### config.mk
export PLATFORM = sky130hd
export DESIGN_NAME = fcc_control
export DESIGN_NICKNAME = d
export VERILOG_FILES = /design/src/logic/fcc_pkg.sv /design/src/logic/fcc_control.sv /design/src/logic/fcc_fm_gap.sv /design/src/logic/fcc_stepper.sv
export SDC_FILE = /design/constraint.sdc
export NUM_CORES = 1
export LEC_CHECK = 0
export ABC_CLOCK_PERIOD_IN_PS = 11100
export BUFFER_PORTS_ARGS = -buffer_cell sky130_fd_sc_hd__buf_2
export CORE_UTILIZATION = 61
export DETAILED_ROUTE_END_ITERATION = 10
export PLACE_DENSITY = 0.89
export SYNTH_ARGS = -nofsm -noshare
export SYNTH_HDL_FRONTEND = slang
export SYNTH_SLANG_ARGS = --single-unit
### constraint.sdc
create_clock -name core_clk_i -period 11.1 [get_ports core_clk_i]
set_clock_uncertainty 0.1 [all_clocks]
set_input_delay 1.11 -clock core_clk_i [delete_from_list [all_inputs] [get_ports core_clk_i]]
set_output_delay 1.11 -clock core_clk_i [all_outputs]
set_load 0.02 [all_outputs]
### src/logic/fcc_pkg.sv
// package: shared constants and types for the floppy control-command block
package fcc_pkg;
  // single-density format gap lengths (bytes of ff), sync length (bytes of 00) and the two byte values
  localparam logic [7:0] FM_GAP4A_LEN = 8'h28;
  localparam logic [7:0] FM_GAP1_LEN = 8'h1a;
  localparam logic [7:0] FM_GAP2_LEN = 8'h0b;
  localparam logic [7:0] FM_SYNC_LEN = 8'h06;
  localparam logic [7:0] FM_GAP_BYTE = 8'hff;
  localparam logic [7:0] FM_SYNC_BYTE = 8'h00;
  // recalibrate step limit
  localparam logic [7:0] RECAL_MAX_STEPS = 8'hff;
  // step pulse width and step interval unit in cycles (50 mhz)
  localparam int CLK_MHZ = 50;
  localparam int STEP_PULSE_US = 1;
  localparam int STEP_PULSE_CYC = STEP_PULSE_US * CLK_MHZ;
  localparam int STEP_UNIT_US = 500;
  localparam int STEP_UNIT_CYC = STEP_UNIT_US * CLK_MHZ;
  // status zero field positions and codes, read id index limit and drive count
  localparam int ST0_IC_HI = 7;
  localparam int ST0_SE_BIT = 5;
  localparam int ST0_EC_BIT = 4;
  localparam int ST0_HD_BIT = 2;
  localparam logic [1:0] IC_NORMAL = 2'h0;
  localparam logic [1:0] IC_ABNORMAL = 2'h1;
  localparam logic [1:0] IC_POLL = 2'h3;
  localparam logic [1:0] INDEX_LIMIT = 2'h2;
  localparam int NUM_DRIVES = 4;

  typedef enum logic [2:0] {
    CMD_NONE, CMD_READ_ID, CMD_RECAL, CMD_SEEK, CMD_REL_SEEK, CMD_SENSE_INT, CMD_SENSE_DRV
  } fcc_cmd_t;

  typedef struct packed {
    fcc_cmd_t cmd;
    logic [1:0] drive;
    logic [7:0] target;
    logic rel_dir;
  } fcc_req_t;

  typedef struct packed {
    logic [7:0] cyl;
    logic [7:0] head;
    logic [7:0] sec;
    logic [7:0] size;
  } fcc_id_t;
endpackage

### src/logic/fcc_control.sv
// control-command interpreter: read id, positioning, sense and interrupt cause
`timescale 1ns/1ns
module fcc_control #(
  parameter int NDRV = fcc_pkg::NUM_DRIVES
) (
  // clock and reset
  input wire logic core_clk_i,
  input wire logic rst_i,
  // command port
  input wire logic cmd_valid_i,
  input wire fcc_pkg::fcc_req_t cmd_i,
  output logic cmd_busy_o,
  output logic result_valid_o,
  output logic [7:0] status_zero_o,
  output logic [7:0] status_one_o,
  output logic [7:0] status_three_o,
  output logic [7:0] result_cylinder_o,
  output fcc_pkg::fcc_id_t read_id_o,
  input wire logic result_read_i,
  // configuration
  input wire logic [3:0] step_interval_code_i,
  input wire logic drive_polling_disable_i,
  input wire logic low_power_i,
  input wire logic transfer_result_i,
  // disk read side
  input wire logic index_pulse_n_i,
  input wire logic id_found_i,
  input wire fcc_pkg::fcc_id_t id_field_i,
  // format preamble
  input wire logic fmt_start_i,
  input wire logic [1:0] fmt_field_i,
  input wire logic fmt_byte_ready_i,
  output logic fmt_byte_valid_o,
  output logic [7:0] fmt_byte_o,
  output logic fmt_done_o,
  // drives
  input wire logic [NDRV-1:0] track_zero_sense_n_i,
  input wire logic [NDRV-1:0] drive_ready_i,
  input wire logic [NDRV-1:0] write_protect_i,
  output logic [NDRV-1:0] step_o,
  output logic [NDRV-1:0] step_direction_o,
  output logic [NDRV-1:0] drive_busy_o,
  // interrupt
  output logic interrupt_o
);
  typedef enum logic [1:0] {CS_IDLE, CS_READ_ID, CS_RESULT} fcc_ctl_st_t;
  fcc_ctl_st_t state_ff;
  logic [NDRV-1:0] start;
  logic [NDRV-1:0] step_busy;
  logic [NDRV-1:0] step_done;
  logic [NDRV-1:0] step_ec;
  logic [7:0] present_cylinder_count [NDRV];
  logic [NDRV-1:0] pending_ff;
  logic [NDRV-1:0] pend_ec_ff;
  logic [NDRV-1:0] unsensed_ff;
  logic poll_ff;
  logic low_power_ff;
  logic clear_pcn;
  logic [1:0] index_cnt_ff;
  logic index_prev_ff;
  logic [1:0] rid_drive_ff;
  logic sense_hit;
  logic [1:0] sense_drv;

  function automatic logic [7:0] st0(input logic [1:0] ic, input logic se, input logic ec, input logic [1:0] d);
    logic [7:0] v;
    v = {6'h00, d};
    v[fcc_pkg::ST0_IC_HI -: 2] = ic;
    v[fcc_pkg::ST0_SE_BIT] = se;
    v[fcc_pkg::ST0_EC_BIT] = ec;
    v[fcc_pkg::ST0_HD_BIT] = 1'b0;
    st0 = v;
  endfunction

  assign clear_pcn = low_power_ff && !low_power_i;

  genvar g;
  generate
    for (g = 0; g < NDRV; g++) begin : g_drv
      assign start[g] = cmd_valid_i && state_ff == CS_IDLE && cmd_i.drive == 2'(g) && !step_busy[g]
                        && (cmd_i.cmd == fcc_pkg::CMD_SEEK || cmd_i.cmd == fcc_pkg::CMD_RECAL
                            || cmd_i.cmd == fcc_pkg::CMD_REL_SEEK);
      fcc_stepper u_step (
        .core_clk_i(core_clk_i),
        .rst_i(rst_i),
        .start_i(start[g]),
        .cmd_i(cmd_i.cmd),
        .target_i(cmd_i.target),
        .rel_dir_i(cmd_i.rel_dir),
        .step_interval_code_i(step_interval_code_i),
        .clear_pcn_i(clear_pcn),
        .track_zero_sense_n_i(track_zero_sense_n_i[g]),
        .step_o(step_o[g]),
        .step_direction_o(step_direction_o[g]),
        .busy_o(step_busy[g]),
        .done_o(step_done[g]),
        .ec_o(step_ec[g]),
        .present_cylinder_count_o(present_cylinder_count[g])
      );
    end
  endgenerate

  fcc_fm_gap u_gap (
    .core_clk_i(core_clk_i),
    .rst_i(rst_i),
    .start_i(fmt_start_i),
    .field_i(fmt_field_i),
    .byte_ready_i(fmt_byte_ready_i),
    .byte_valid_o(fmt_byte_valid_o),
    .byte_o(fmt_byte_o),
    .done_o(fmt_done_o)
  );

  // lowest pending drive is reported first
  always_comb begin
    sense_hit = 1'b0;
    sense_drv = 2'h0;
    for (int i = NDRV - 1; i >= 0; i--) begin
      if (pending_ff[i]) begin
        sense_hit = 1'b1;
        sense_drv = 2'(i);
      end
    end
  end

  wire sense_cmd = cmd_valid_i && state_ff == CS_IDLE && cmd_i.cmd == fcc_pkg::CMD_SENSE_INT;

  // positioning completion flags; set beats clear
  always_ff @(posedge core_clk_i or posedge rst_i) begin
    if (rst_i) begin
      pending_ff <= '0;
      pend_ec_ff <= '0;
      unsensed_ff <= '0;
    end else begin
      for (int i = 0; i < NDRV; i++) begin
        if (step_done[i]) begin
          pending_ff[i] <= 1'b1;
          pend_ec_ff[i] <= step_ec[i];
        end else if (clear_pcn) begin
          pending_ff[i] <= 1'b0;
          unsensed_ff[i] <= 1'b0;
        end else if (sense_cmd && sense_hit && sense_drv == 2'(i)) begin
          pending_ff[i] <= 1'b0;
          unsensed_ff[i] <= 1'b0;
        end
        if (start[i]) begin
          unsensed_ff[i] <= 1'b1;
        end
      end
    end
  end

  assign drive_busy_o = step_busy | unsensed_ff;
  // busy only while read id runs or a result waits
  assign cmd_busy_o = state_ff != CS_IDLE;

  always_ff @(posedge core_clk_i or posedge rst_i) begin
    if (rst_i) begin
      low_power_ff <= 1'b0;
    end else begin
      low_power_ff <= low_power_i;
    end
  end

  always_ff @(posedge core_clk_i or posedge rst_i) begin
    if (rst_i) begin
      poll_ff <= 1'b1;
    end else if (drive_polling_disable_i || sense_cmd || clear_pcn) begin
      poll_ff <= 1'b0;
    end
  end

  // index pulse edges during read id
  always_ff @(posedge core_clk_i or posedge rst_i) begin
    if (rst_i) begin
      index_prev_ff <= 1'b1;
    end else begin
      index_prev_ff <= index_pulse_n_i;
    end
  end

  logic rid_irq_ff;
  logic xfer_irq_ff;

  // command sequencer and result registers
  always_ff @(posedge core_clk_i or posedge rst_i) begin
    if (rst_i) begin
      state_ff <= CS_IDLE;
      index_cnt_ff <= 2'h0;
      rid_drive_ff <= 2'h0;
      rid_irq_ff <= 1'b0;
      status_zero_o <= 8'h00;
      status_one_o <= 8'h00;
      status_three_o <= 8'h00;
      result_cylinder_o <= 8'h00;
      read_id_o <= '0;
    end else begin
      if (clear_pcn) begin
        status_zero_o <= 8'h00;
        status_one_o <= 8'h00;
        result_cylinder_o <= 8'h00;
      end
      unique case (state_ff)
        CS_IDLE: begin
          if (cmd_valid_i) begin
            unique case (cmd_i.cmd)
              fcc_pkg::CMD_READ_ID: begin
                state_ff <= CS_READ_ID;
                index_cnt_ff <= 2'h0;
                rid_drive_ff <= cmd_i.drive;
              end
              fcc_pkg::CMD_SENSE_INT: begin
                state_ff <= CS_RESULT;
                if (sense_hit) begin
                  status_zero_o <= st0(pend_ec_ff[sense_drv] ? fcc_pkg::IC_ABNORMAL : fcc_pkg::IC_NORMAL,
                                       1'b1, pend_ec_ff[sense_drv], sense_drv);
                  result_cylinder_o <= present_cylinder_count[sense_drv];
                end else begin
                  status_zero_o <= st0(poll_ff ? fcc_pkg::IC_POLL : fcc_pkg::IC_ABNORMAL, 1'b0, 1'b0, 2'h0);
                  result_cylinder_o <= 8'h00;
                end
              end
              fcc_pkg::CMD_SENSE_DRV: begin
                // straight to result with drive status
                state_ff <= CS_RESULT;
                status_three_o <= {1'b0, write_protect_i[cmd_i.drive], drive_ready_i[cmd_i.drive],
                                   track_zero_sense_n_i[cmd_i.drive], 2'b00, cmd_i.drive};
              end
              default: state_ff <= CS_IDLE;
            endcase
          end
        end
        CS_READ_ID: begin
          if (id_found_i) begin
            read_id_o <= id_field_i;
            status_zero_o <= st0(fcc_pkg::IC_NORMAL, 1'b0, 1'b0, rid_drive_ff);
            status_one_o <= 8'h00;
            rid_irq_ff <= 1'b1;
            state_ff <= CS_RESULT;
          end else if (index_prev_ff && !index_pulse_n_i) begin
            if (index_cnt_ff == fcc_pkg::INDEX_LIMIT - 2'h1) begin
              status_zero_o <= st0(fcc_pkg::IC_ABNORMAL, 1'b0, 1'b0, rid_drive_ff);
              status_one_o <= 8'h01;
              rid_irq_ff <= 1'b1;
              state_ff <= CS_RESULT;
            end
            index_cnt_ff <= index_cnt_ff + 2'h1;
          end
        end
        CS_RESULT: begin
          if (result_read_i) begin
            rid_irq_ff <= 1'b0;
            state_ff <= CS_IDLE;
          end
        end
        default: state_ff <= CS_IDLE;
      endcase
    end
  end

  // transfer commands' result-phase interrupt, cleared on result read
  always_ff @(posedge core_clk_i or posedge rst_i) begin
    if (rst_i) begin
      xfer_irq_ff <= 1'b0;
    end else if (transfer_result_i) begin
      xfer_irq_ff <= 1'b1;
    end else if (result_read_i) begin
      xfer_irq_ff <= 1'b0;
    end
  end

  assign result_valid_o = state_ff == CS_RESULT;
  // level until sensed or read; read id, positioning, polling and transfer results
  assign interrupt_o = |pending_ff || poll_ff || rid_irq_ff || xfer_irq_ff;
endmodule

### src/logic/fcc_fm_gap.sv
// single-density format preamble: gap and sync byte sequencer
`timescale 1ns/1ns
module fcc_fm_gap (
  // clock and reset
  input wire logic core_clk_i,
  input wire logic rst_i,
  // control
  input wire logic start_i,
  input wire logic [1:0] field_i,
  input wire logic byte_ready_i,
  // byte out
  output logic byte_valid_o,
  output logic [7:0] byte_o,
  output logic done_o
);
  logic [7:0] gap_left_ff;
  logic [7:0] sync_left_ff;
  logic active_ff;

  function automatic logic [7:0] gap_len(input logic [1:0] f);
    unique case (f)
      2'h0: gap_len = fcc_pkg::FM_GAP4A_LEN;
      2'h1: gap_len = fcc_pkg::FM_GAP1_LEN;
      default: gap_len = fcc_pkg::FM_GAP2_LEN;
    endcase
  endfunction

  always_ff @(posedge core_clk_i or posedge rst_i) begin
    if (rst_i) begin
      gap_left_ff <= 8'h00;
      sync_left_ff <= 8'h00;
      active_ff <= 1'b0;
      byte_o <= 8'h00;
      done_o <= 1'b0;
    end else begin
      done_o <= 1'b0;
      if (!active_ff && start_i) begin
        active_ff <= 1'b1;
        gap_left_ff <= gap_len(field_i);
        sync_left_ff <= fcc_pkg::FM_SYNC_LEN;
        byte_o <= fcc_pkg::FM_GAP_BYTE;
      end else if (active_ff && byte_ready_i) begin
        if (gap_left_ff > 8'h01) begin
          gap_left_ff <= gap_left_ff - 8'h01;
        end else if (gap_left_ff == 8'h01) begin
          gap_left_ff <= 8'h00;
          byte_o <= fcc_pkg::FM_SYNC_BYTE;
        end else if (sync_left_ff > 8'h01) begin
          sync_left_ff <= sync_left_ff - 8'h01;
        end else begin
          active_ff <= 1'b0;
          done_o <= 1'b1;
        end
      end
    end
  end

  assign byte_valid_o = active_ff;
endmodule

### src/logic/fcc_stepper.sv
// one drive's head positioner: seek, relative seek and recalibrate stepping
`timescale 1ns/1ns
module fcc_stepper (
  // clock and reset
  input wire logic core_clk_i,
  input wire logic rst_i,
  // command
  input wire logic start_i,
  input wire fcc_pkg::fcc_cmd_t cmd_i,
  input wire logic [7:0] target_i,
  input wire logic rel_dir_i,
  input wire logic [3:0] step_interval_code_i,
  input wire logic clear_pcn_i,
  // drive
  input wire logic track_zero_sense_n_i,
  output logic step_o,
  output logic step_direction_o,
  // status
  output logic busy_o,
  output logic done_o,
  output logic ec_o,
  output logic [7:0] present_cylinder_count_o
);
  typedef enum logic [1:0] {ST_IDLE, ST_PULSE, ST_WAIT} fcc_step_st_t;
  fcc_step_st_t state_ff;
  fcc_pkg::fcc_cmd_t cmd_ff;
  logic [7:0] target_ff;
  logic [7:0] count_ff;
  logic [23:0] timer_ff;

  function automatic logic [23:0] interval_cyc(input logic [3:0] code);
    interval_cyc = 24'((16 - int'(code)) * fcc_pkg::STEP_UNIT_CYC);
  endfunction

  // need another step pulse?
  logic more;
  always_comb begin
    unique case (cmd_ff)
      fcc_pkg::CMD_RECAL: more = track_zero_sense_n_i == 1'b0 && count_ff != fcc_pkg::RECAL_MAX_STEPS;
      fcc_pkg::CMD_REL_SEEK: more = count_ff != target_ff;
      default: more = present_cylinder_count_o != target_ff;
    endcase
  end

  always_ff @(posedge core_clk_i or posedge rst_i) begin
    if (rst_i) begin
      state_ff <= ST_IDLE;
      cmd_ff <= fcc_pkg::CMD_NONE;
      target_ff <= 8'h00;
      count_ff <= 8'h00;
      timer_ff <= 24'h000000;
      step_o <= 1'b0;
      step_direction_o <= 1'b0;
      done_o <= 1'b0;
      ec_o <= 1'b0;
      present_cylinder_count_o <= 8'h00;
    end else begin
      done_o <= 1'b0;
      if (clear_pcn_i) begin
        present_cylinder_count_o <= 8'h00;
      end
      unique case (state_ff)
        ST_IDLE: begin
          if (start_i) begin
            cmd_ff <= cmd_i;
            target_ff <= target_i;
            count_ff <= 8'h00;
            ec_o <= 1'b0;
            state_ff <= ST_WAIT;
            timer_ff <= 24'h000001;
            if (cmd_i == fcc_pkg::CMD_RECAL) begin
              present_cylinder_count_o <= 8'h00;
              step_direction_o <= 1'b0;
            end else if (cmd_i == fcc_pkg::CMD_REL_SEEK) begin
              step_direction_o <= rel_dir_i;
            end else begin
              step_direction_o <= present_cylinder_count_o < target_i;
            end
          end
        end
        ST_PULSE: begin
          if (timer_ff == 24'h000000) begin
            step_o <= 1'b0;
            timer_ff <= interval_cyc(step_interval_code_i);
            state_ff <= ST_WAIT;
          end else begin
            timer_ff <= timer_ff - 24'h000001;
          end
        end
        ST_WAIT: begin
          if (timer_ff != 24'h000000) begin
            timer_ff <= timer_ff - 24'h000001;
          end else if (cmd_ff == fcc_pkg::CMD_REL_SEEK && more && !step_direction_o
                       && present_cylinder_count_o == 8'h00) begin
            ec_o <= 1'b1;
            done_o <= 1'b1;
            state_ff <= ST_IDLE;
          end else if (more) begin
            step_o <= 1'b1;
            count_ff <= count_ff + 8'h01;
            // one short: the load edge is itself a high cycle
            timer_ff <= 24'(fcc_pkg::STEP_PULSE_CYC - 1);
            state_ff <= ST_PULSE;
            if (cmd_ff != fcc_pkg::CMD_RECAL) begin
              present_cylinder_count_o <= step_direction_o ? present_cylinder_count_o + 8'h01
                                                           : present_cylinder_count_o - 8'h01;
            end
          end else begin
            ec_o <= cmd_ff == fcc_pkg::CMD_RECAL && track_zero_sense_n_i == 1'b0;
            done_o <= 1'b1;
            state_ff <= ST_IDLE;
          end
        end
        default: state_ff <= ST_IDLE;
      endcase
    end
  end

  assign busy_o = state_ff != ST_IDLE;
endmodule

# Word level (Yosys, flattened, before mapping)
# Cells that the tools add are included.
[classes]
div_mod_pow = 0
addsub = 20
shifts = 0
muxes = 272
bitwise_logic = 6
multipliers = 1
magnitude_cmp = 9
eq_ne = 95
n_reduce_logical = 153
[op_table]
columns = ["operator", "count"]
rows = [
  ["8-bit two-way mux", 79],
  ["24-bit two-way mux", 20],
  ["24-bit case mux with 3 select lines", 4],
  ["8-bit case mux with 2 select lines", 9],
  ["1-bit two-way mux", 104],
  ["24-bit zero test", 4],
  ["24-bit nonzero test", 4],
  ["24-bit by 1-bit subtractor with 24-bit output (second input constant)", 4],
  ["8-bit by 1-bit adder with 8-bit output (second input constant)", 8],
  ["8-bit inequality test", 8],
  ["2-bit two-way mux", 30],
  ["4-bit AND reduction", 12],
  ["8-bit by 1-bit subtractor with 8-bit output (second input constant)", 6],
  ["5-bit AND reduction", 9],
  ["1-bit logical AND", 43],
  ["2-bit by 1-bit inequality test with 1-bit output (second input constant)", 21],
  ["3-bit nonzero test", 13],
  ["2-bit nonzero test", 19],
  ["8-bit zero test", 4],
  ["8-bit < comparator", 4],
  ["32-bit by 13-bit multiplier with 21-bit output (second input constant)", 1],
  ["8-bit inequality test (second input constant)", 4],
  ["2-bit case mux with 3 select lines", 5],
  ["1-bit case mux with 2 select lines", 13],
  ["29 further kinds", 128],
]
[word_totals]
out_inout_bits = 89
register_bits = 338
ram_bits = 0
input_bits = 75
mem_bits_ro = 0
wordCells = 629
n_memories = 0
latch_bits = 0

# Longest topological paths before layout
# Gate-level depths: netlist of the first run.
[logic_depth]
word_depth = 12
depth_mapped = 18
depth_no_buf = 17

# Hierarchy
# A second synthesis of the first run with hierarchy kept.
[hier_totals]
cells_unflattened = 2728
area_unflattened_um2 = 24111.9
[modules_own_cells]
columns = ["module", "seq_area_each_um2", "area_per_inst_um2", "instances", "cells_per_inst"]
rows = [
  ["fcc_stepper (g_drv[2].u_step)", 1426.4, 4863.4, 1, 582],
  ["fcc_stepper (g_drv[3].u_step)", 1426.4, 4809.6, 1, 570],
  ["fcc_stepper (g_drv[0].u_step)", 1426.4, 4762.1, 1, 573],
  ["fcc_stepper (g_drv[1].u_step)", 1426.4, 4698.3, 1, 563],
  ["fcc_control", 2104.5, 3781.1, 1, 306],
  ["fcc_fm_gap", 475.5, 1197.4, 1, 134],
]

# Least setup slack after synthesis of the first run
# No wires, ideal clock.
[synth_timing]
path_type = "input to register"
from = "in step_interval_code_i[0]"
to = "reg g_drv[3].u_step.timer_ff[18]"
slack_ps = 5889
arrival_time_ps = 4995
required_ps = 10884
n_path_buf = 1
setup_ps = 116
cell_stages = 17
cell_sequence = "clkbuf_1 > inv_1 > ha_1 > xnor2_1 > ha_1 > ha_1 > inv_1 > fa_1 > inv_1 > ha_1 > o21a_1 > a2111oi_0 > nor3b_1 > o41ai_1 > xnor2_1 > inv_1 > o311ai_0"
[synth_via]
elab_chain_cells = 4
[synth_lines]
columns = ["item", "line_no", "text"]
rows = [
  ["start, declared", "fcc_control.sv:21", "input wire logic [3:0] step_interval_code_i,"],
  ["5-bit by 4-bit subtractor with 6-bit output", "fcc_stepper.sv:32", "interval_cyc = 24'((16 - int'(code)) * fcc_pkg::STEP_UNIT_CYC);"],
  ["32-bit by 13-bit multiplier with 21-bit output", "fcc_stepper.sv:32", ""],
  ["24-bit two-way mux", "fcc_stepper.sv:82", "if (timer_ff == 24'h000000) begin"],
  ["24-bit case mux with 3 select lines", "fcc_stepper.sv:62", "unique case (state_ff)"],
  ["end signal, assigned", "fcc_stepper.sv:84", "timer_ff <= interval_cyc(step_interval_code_i);"],
  ["end signal, assigned", "fcc_stepper.sv:87", "timer_ff <= timer_ff - 24'h000001;"],
  ["end signal, assigned", "fcc_stepper.sv:92", "timer_ff <= timer_ff - 24'h000001;"],
  ["end, declared", "fcc_stepper.sv:29", "logic [23:0] timer_ff;"],
]
# No other way between the ends.
# A chain may end at the register's enable or synchronous reset.

# Final worst setup path of the first run
[layout_timing]
from = "in step_interval_code_i[0]"
to = "reg g_drv[1].u_step.timer_ff[20]"
[layout_via]
elab_chain_cells = 4
[layout_lines]
columns = ["item", "line_no"]
rows = [
  ["5-bit by 4-bit subtractor with 6-bit output", "fcc_stepper.sv:32"],
  ["32-bit by 13-bit multiplier with 21-bit output", "fcc_stepper.sv:32"],
  ["24-bit two-way mux", "fcc_stepper.sv:82"],
  ["24-bit case mux with 3 select lines", "fcc_stepper.sv:62"],
  ["end signal, assigned", "fcc_stepper.sv:84"],
  ["end signal, assigned", "fcc_stepper.sv:87"],
  ["end signal, assigned", "fcc_stepper.sv:92"],
  ["end, declared", "fcc_stepper.sv:29"],
]
# No other way between the ends.

==> flow_summary_export.csv, run 1 <==
group,metric,value,unit
final_layout,antenna_cells,0,
logic_synthesis,synthFlopType,"dfrtp_1",
die,core-area,0.0336,sq mm
placement,portBuffers,160,
die,start_util,62.1,%
timing,finalWorstPathRequiredPeriod,5.57,ns
logic_synthesis,syn_area_per_cell,8.76,sq um
routing,ant_nets,0,
die,chipHeight,187,um
timing,setup_tns,0,ns
worst_setup_path,path_cells,"buf_2, inv_1, ha_1, xnor2_1, xnor2_1, ha_1, fa_1, ha_1, a211o_1, a2111oi_0, nor3b_1, o41ai_1, nand2b_1, a21boi_0, a22oi_1, o21ai_0",
routing,drt-total-wl,60500,um
die,io_pins,164,
logic_synthesis,ys_async_sr_fraction,100,%
cts,cts-resized-gates,0,
status,outcome,"complete, no violations",
final_layout,final_net_count,2681,
worst_setup_path,path_common_cell,"ha_1",
logic_synthesis,synth_top_area_cell,"dfrtp_1",
logic_synthesis,synth_cell_type_count,90,
cts,clockBufferDepth,3,
timing,max_freq,0.180,GHz
routing,drt-initial-drc-count,2071,
cts,cts_tree,"done",
worst_setup_path,slowest_delay,0.69,ns
timing,fin_crit_sh,50.2,%
cts,cts_setup_buffers,0,
worst_setup_path,crit_path_start_kind,"input pin",
timing,finalHoldViolations,0,
worst_setup_path,crit_fanout,11,
timing,worst_slew_pin_slew,1.35,ns
grt,grt_pass1_wl,96800,um
cts,ctsRootBufferMaster,"clkbuf_16",
routing,dr_total_vias,19400,
logic_synthesis,synth_area_leaders,"dfrtp_1 39%, ha_1 6.4%, o21ai_0 6.1%, nand2_1 4.5%, nor2_1 4.0%",
cts,numClockSinks,331,
worst_setup_path,path_class,"input pin to flop",
final_layout,synthToLayoutAreaGrowth,11.0,%
placement,dp_hpwl,43400,um
worst_setup_path,critPathRequiredTime,11.40,ns
logic_synthesis,syn_area,0.0209,sq mm
logic_synthesis,synth_edf_count,0,
timing,rsz0062_at_grt,"no",
logic_synthesis,ys_warn_count,0,
routing,via_per_inst,6.53,
worst_setup_path,critPathCaptureType,"flop",
cts,numCtsBuffers,37,
final_layout,layout_common_cells,"329 x dfrtp_1, 255 x o21ai_0, 248 x nand2_1",
die,placementRows,67,
cts,clkTransAtPathRegs,0.06,ns
timing,slew_headroom,10.2,%
die,die_x,187,um
worst_setup_path,crit_path_top_delay_cell,"xnor2_1",
pwr,p_total,6.28,mW
cts,insertion_delay,0.54,ns
worst_hold_path,hold_path_class,"flop to flop",
flow_run,cap_violations,0,
final_layout,drive_gt1_share,13.3,%
pwr,power_density,271,mW/mm^2
grt,grt_antenna_before_repair,1,
final_layout,layout_commonest_cell,"dfrtp_1",
logic_synthesis,yosys.area.top_type_share,39.4,%
logic_synthesis,syn_inst,2384,
timing,drv_slew,0,
pwr,cellLeakagePower,10.8,nW
grt,grt_pass1_vias,18600,
routing,drt_pass1_iterations,6,
timing,setup_viol,0,
placement,gp_congestion,0.954,
cts,postCtsHoldBufs,0,
worst_setup_path,cp.arrival,5.87,ns
pwr,vdd_drop_max,0.157,mV
logic_synthesis,yosys_register_bits,331,
routing,drc_errors,0,
cts,cts_max_level,2,
routing,wl_per_cell,20.4,um
grt,grt_max_degree,163,
grt,grt.overflow.total,0,
die,die_area,0.0350,sq mm
grt,grt_use_total,34.2,%
logic_synthesis,yosysSeqAreaShare,39.7,%
==> where the power goes <==
part,internal [mW],leakage (nW),switching (mW)
Combinational,1.10,5.75,1.95
Clock,0.766,0.620,0.501
Sequential,1.54,4.39,0.420
Total,3.41,10.8,2.87
==> Yosys cell counts, types with 25 or more instances <==
| cell type | count |
|---|---|
| dfrtp_1 | 329 |
| o22ai_1 | 25 |
| o31ai_1 | 27 |
| nand3_1 | 40 |
| o21ai_0 | 255 |
| nor2b_1 | 28 |
| xor2_1 | 41 |
| nand4_1 | 28 |
| ha_1 | 107 |
| a21oi_1 | 137 |
| clkbuf_1 | 78 |
| inv_1 | 120 |
| xnor2_1 | 44 |
| nand2_1 | 248 |
| nor3_1 | 58 |
| a22o_1 | 30 |
| nor4_1 | 37 |
| nand2b_1 | 33 |
| and3_1 | 32 |
| nor2_1 | 222 |
| mux2_2 | 50 |
==> critical path: cells and delay by family <==
| family | cells | cell delay [ns] |
|---|---|---|
| AOI/OAI and AO/OA | 6 | 1.84 |
| xor gates and xnor gates | 2 | 0.86 |
| adders and majority gates | 4 | 1.33 |
| buffers and inverters | 2 | 0.41 |
| and+or+nand+nor | 2 | 0.30 |
==> layout make-up <==
class | instances | area (sq um)
clock buffers | 53 | 1110
clock inverters | 13 | 153
fillers | 2557 | 10400
inverters | 121 | 462
multi-input cells | 1818 | 11600
flip-flops and latches | 331 | 8290
well taps | 448 | 561
repair buffers | 182 | 978
==> per-stage QoR <==
step | area, sq um | setup WS [ns] | std cells | utilization [%] | hold slack (ns)
detailed placement | 21900 | 5.05 | 2900 | 65.2 | 0.365
global placement | 21900 | 5.21 | 2900 | 65.2 | 0.362
finish | 23200 | 5.53 | 2966 | 68.9 | 0.384
global route | 23200 | 5.29 | 2966 | 68.9 | 0.389
CTS | 23200 | 5.54 | 2966 | 68.9 | 0.380
floorplan | 20900 | 0.725 | 2386 | - | 0.338
==> per-layer routing <==
metal | part of all wire (%) | vias up | global-route usage, %
met5 | 0.021 | - | 0
met4 | 4.1 | 2 | 14.5
met3 | 9.3 | 191 | 7.20
met2 | 47 | 1023 | 55.5
met1 | 40 | 9362 | 44.5
li1 | - | 8804 | -
==> final timing paths <==
check	start	slack [ns]	cells after the start	to
min in group asynchronous	rst_i	0.62	2	status_one_o[5]
hold / removal	status_zero_o[3]	0.38	1	status_zero_o[3]
hold reg to reg	status_zero_o[3]	0.38	1	status_zero_o[3]
setup reg to reg	g_drv[2].u_step.timer_ff[0]	6.91	11	g_drv[2].u_step.timer_ff[18]
max in group asynchronous	rst_i	8.93	3	g_drv[0].u_step.timer_ff[7]
setup / recovery	step_interval_code_i[0]	5.53	16	g_drv[1].u_step.timer_ff[20]
==> registers in the layout (all words and copies together) (netlist names), 12 cells and up <==
register,cells
g_drv.u_step.cmd_ff,12
g_drv.u_step.timer_ff,96
g_drv.u_step.present_cylinder_count_o,32
read_id_o,32
g_drv.u_step.target_ff,32
g_drv.u_step.count_ff,32
==> logic make-up (layout without fill, tap and decap cells) <==
family | after synthesis | after routing | synth area share [%]
xor+xnor | 85 | 85 | 3.57
flops | 331 | 331 | 39.7
other cells | 1 | 3 | 0.0180
buf+inv | 237 | 369 | 4.70
mux | 75 | 75 | 4.08
compound gates | 699 | 699 | 21.0
simple gates | 841 | 841 | 19.8
fa+ha+maj | 115 | 115 | 7.18
(Power assumes the default switching activity.)
==> inputs of run 2 (changes only) <==
--- a/config.mk
+++ b/config.mk
@@ -5,7 +5,7 @@
 export SDC_FILE = /design/constraint.sdc
 export NUM_CORES = 1
 export LEC_CHECK = 0
-export ABC_CLOCK_PERIOD_IN_PS = 11100
+export ABC_CLOCK_PERIOD_IN_PS = 5700
 export BUFFER_PORTS_ARGS = -buffer_cell sky130_fd_sc_hd__buf_2
 export CORE_UTILIZATION = 61
 export DETAILED_ROUTE_END_ITERATION = 10
==> constraint.sdc (replaced) <==
create_clock -name core_clk_i -period 5.7 [get_ports core_clk_i]
set_clock_uncertainty 0.1 [all_clocks]
set_input_delay 0.57 -clock core_clk_i [delete_from_list [all_inputs] [get_ports core_clk_i]]
set_output_delay 0.57 -clock core_clk_i [all_outputs]
set_load 0.02 [all_outputs]
==> run 2 against run 1 <==
  * Design area is 0.54% higher
  * Total power up 100%
  * Global-route usage rose by 0.72 points
  * Critical path type unchanged
  * Largest cell class unchanged
==> flow_summary_export.csv, run 2 (synthesis gave the netlist of run 1 again) <==
group,metric,value,unit
status,outcome,"complete, no violations",
worst_setup_path,crit_path_top_delay_cell,"xnor2_1",
die,core-area,0.0336,sq mm
worst_hold_path,hold_path_class,"input pin to asynchronous set/reset pin",
worst_setup_path,path_cells,"buf_2, inv_1, ha_1, xnor2_1, xnor2_1, ha_1, fa_1, ha_1, a211o_1, a2111oi_0, nor3b_1, o41ai_1, nand2b_1, a21boi_0, a22oi_1, o21ai_0",
final_layout,antenna_cells,0,
grt,grt_antenna_before_repair,1,
flow_run,cap_violations,0,
placement,gp_congestion,1.00,
final_layout,synthToLayoutAreaGrowth,11.6,%
routing,drt-initial-drc-count,2071,
final_layout,final_design_area_no_fill,0.0233,sq mm
cts,cts_setup_buffers,0,
grt,grt_pass1_wl,99400,um
timing,rsz0062_at_grt,"no",
cts,cts_max_level,2,
pwr,clkPwrFrac,22.1,%
worst_setup_path,path_class,"input pin to flop",
worst_setup_path,path_common_cell,"ha_1",
cts,insertion_delay,0.54,ns
routing,drc_errors,0,
die,start_util,62.1,%
timing,worst_slew_pin_slew,1.28,ns
pwr,vdd_drop_max,0.324,mV
final_layout,largest_register_ffs,96,
worst_setup_path,critPathTopFamily,"compound AO/OA/AOI/OAI gates",
die,die_x,187,um
routing,drt-total-wl,61600,um
worst_setup_path,critPathCaptureType,"flop",
timing,finalHoldViolations,0,
placement,dp_hpwl,44000,um
timing,drv_slew,0,
routing,ant_nets,0,
worst_setup_path,cp.arrival,5.11,ns
worst_setup_path,critPathRequiredTime,5.97,ns
cts,numClockSinks,331,
pwr,sw_frac_of_total,45.4,%
die,io_pins,164,
placement,dp_slack,0.353,ns
cts,clkTransAtPathRegs,0.07,ns
cts,ctsRootBufferMaster,"clkbuf_16",
timing,layout_setup_ws,0.857,ns
final_layout,drive_gt1_share,13.3,%
routing,wl_per_cell,20.8,um
cts,numCtsBuffers,37,
timing,slew_headroom,14.6,%
worst_setup_path,r2r_setup_slack,1.33,ns
routing,dr_total_vias,19600,
worst_setup_path,slowest_delay,0.54,ns
final_layout,layout_common_cells,"329 x dfrtp_1, 255 x o21ai_0, 248 x nand2_1",
pwr,cellLeakagePower,10.8,nW
timing,setup_viol,0,
die,chipHeight,187,um
final_layout,top_register,"g_drv.u_step.timer_ff",
final_layout,final_net_count,2679,
routing,via_per_inst,6.63,
cts,cts_tree,"done",
final_layout,layout_commonest_cell,"dfrtp_1",
grt,grt_max_degree,180,
die,die_area,0.0350,sq mm
pwr,power_density,540,mW/mm^2
grt,grt.overflow.total,0,
routing,drt_pass1_iterations,6,
pwr,pwr-share-comb,47.5,%
pwr,intPower,6.87,mW
worst_setup_path,crit_fanout,11,
timing,fin_crit_sh,85.0,%
cts,cts-resized-gates,0,
timing,setup_tns,0,ns
die,placementRows,67,
placement,portBuffers,160,
cts,clockBufferDepth,3,
worst_setup_path,path_buf_inv,2,
placement,dpl-instance-area,0.0219,sq mm
grt,grt_pass1_vias,19300,
pwr,sequentialPowerShare,30.4,%
pwr,p_switching,5.72,mW
cts,postCtsHoldBufs,0,
worst_setup_path,crit_path_start_kind,"input pin",
grt,grt_use_total,34.9,%
timing,max_freq,0.206,GHz
timing,finalWorstPathRequiredPeriod,4.84,ns
==> run 2: final timing paths <==
check,start,to,depth (start not counted)
worst max-delay path,step_interval_code_i[0],g_drv[1].u_step.timer_ff[20],16
worst min-delay path,rst_i,read_id_o[0],2
worst max register to register,g_drv[2].u_step.timer_ff[0],g_drv[2].u_step.timer_ff[5],11
worst min register to register,status_zero_o[5],status_zero_o[5],2
max in group asynchronous,rst_i,u_gap.gap_left_ff[3],3
min in group core_clk_i,low_power_i,low_power_ff,1
==> run 2: power by group through the flow <==
stage	registers (mW)	clock network [mW]	logic (mW)
4_1_cts	3.79	2.80	5.84
6_report	3.83	2.78	5.97
5_1_grt	3.90	2.89	6.55
3_3_place_gp	3.77	0	5.57
2_1_floorplan	3.70	0	4.29
3_5_place_dp	3.81	0	5.79
==> run 2: per-stage QoR <==
step | util, % | total power [mW] | std cells | hold slack (ns)
3_5_place_dp | 65.1 | 9.61 | 2898 | 0.359
2_1_floorplan | - | 7.99 | 2386 | 0.338
4_1_cts | 69.3 | 12.4 | 2964 | 0.0695
5_1_grt | 69.3 | 13.3 | 2964 | 0.0659
3_3_place_gp | 65.1 | 9.34 | 2898 | 0.359
6_report | 69.3 | 12.6 | 2964 | 0.0762
==> run 2: worst reg2reg max path: stages (launching register included) <==
cell,delay (ns)
dfrtp_1,0.41
inv_1,0.11
ha_1,0.21
or4b_1,0.56
nor3_2,0.44
nand3_1,0.22
nor3_2,0.49
nand2_1,0.37
o21ai_2,0.73
buf_4,0.37
nor2_1,0.08
o22a_1,0.17
==> run 2: metal layers <==
metal / global-route usage [%] / share of wire (%) / vias up
met5: 0 / 0 / -
met4: 16.2 / 4.2 / 0
met3: 7.32 / 9.6 / 217
met2: 57.3 / 47 / 1148
met1: 44.4 / 39 / 9458
li1: - / - / 8814
==> run 2: area by class of cell <==
cell class,instances,area (sq um)
Clock inverter,22,423
Multi-Input combinational cell,1818,11600
Inverter,121,458
Tap cell,448,561
Fill cell,2543,10300
Sequential cell,331,8290
Clock buffer,44,982
Timing Repair Buffer,180,963
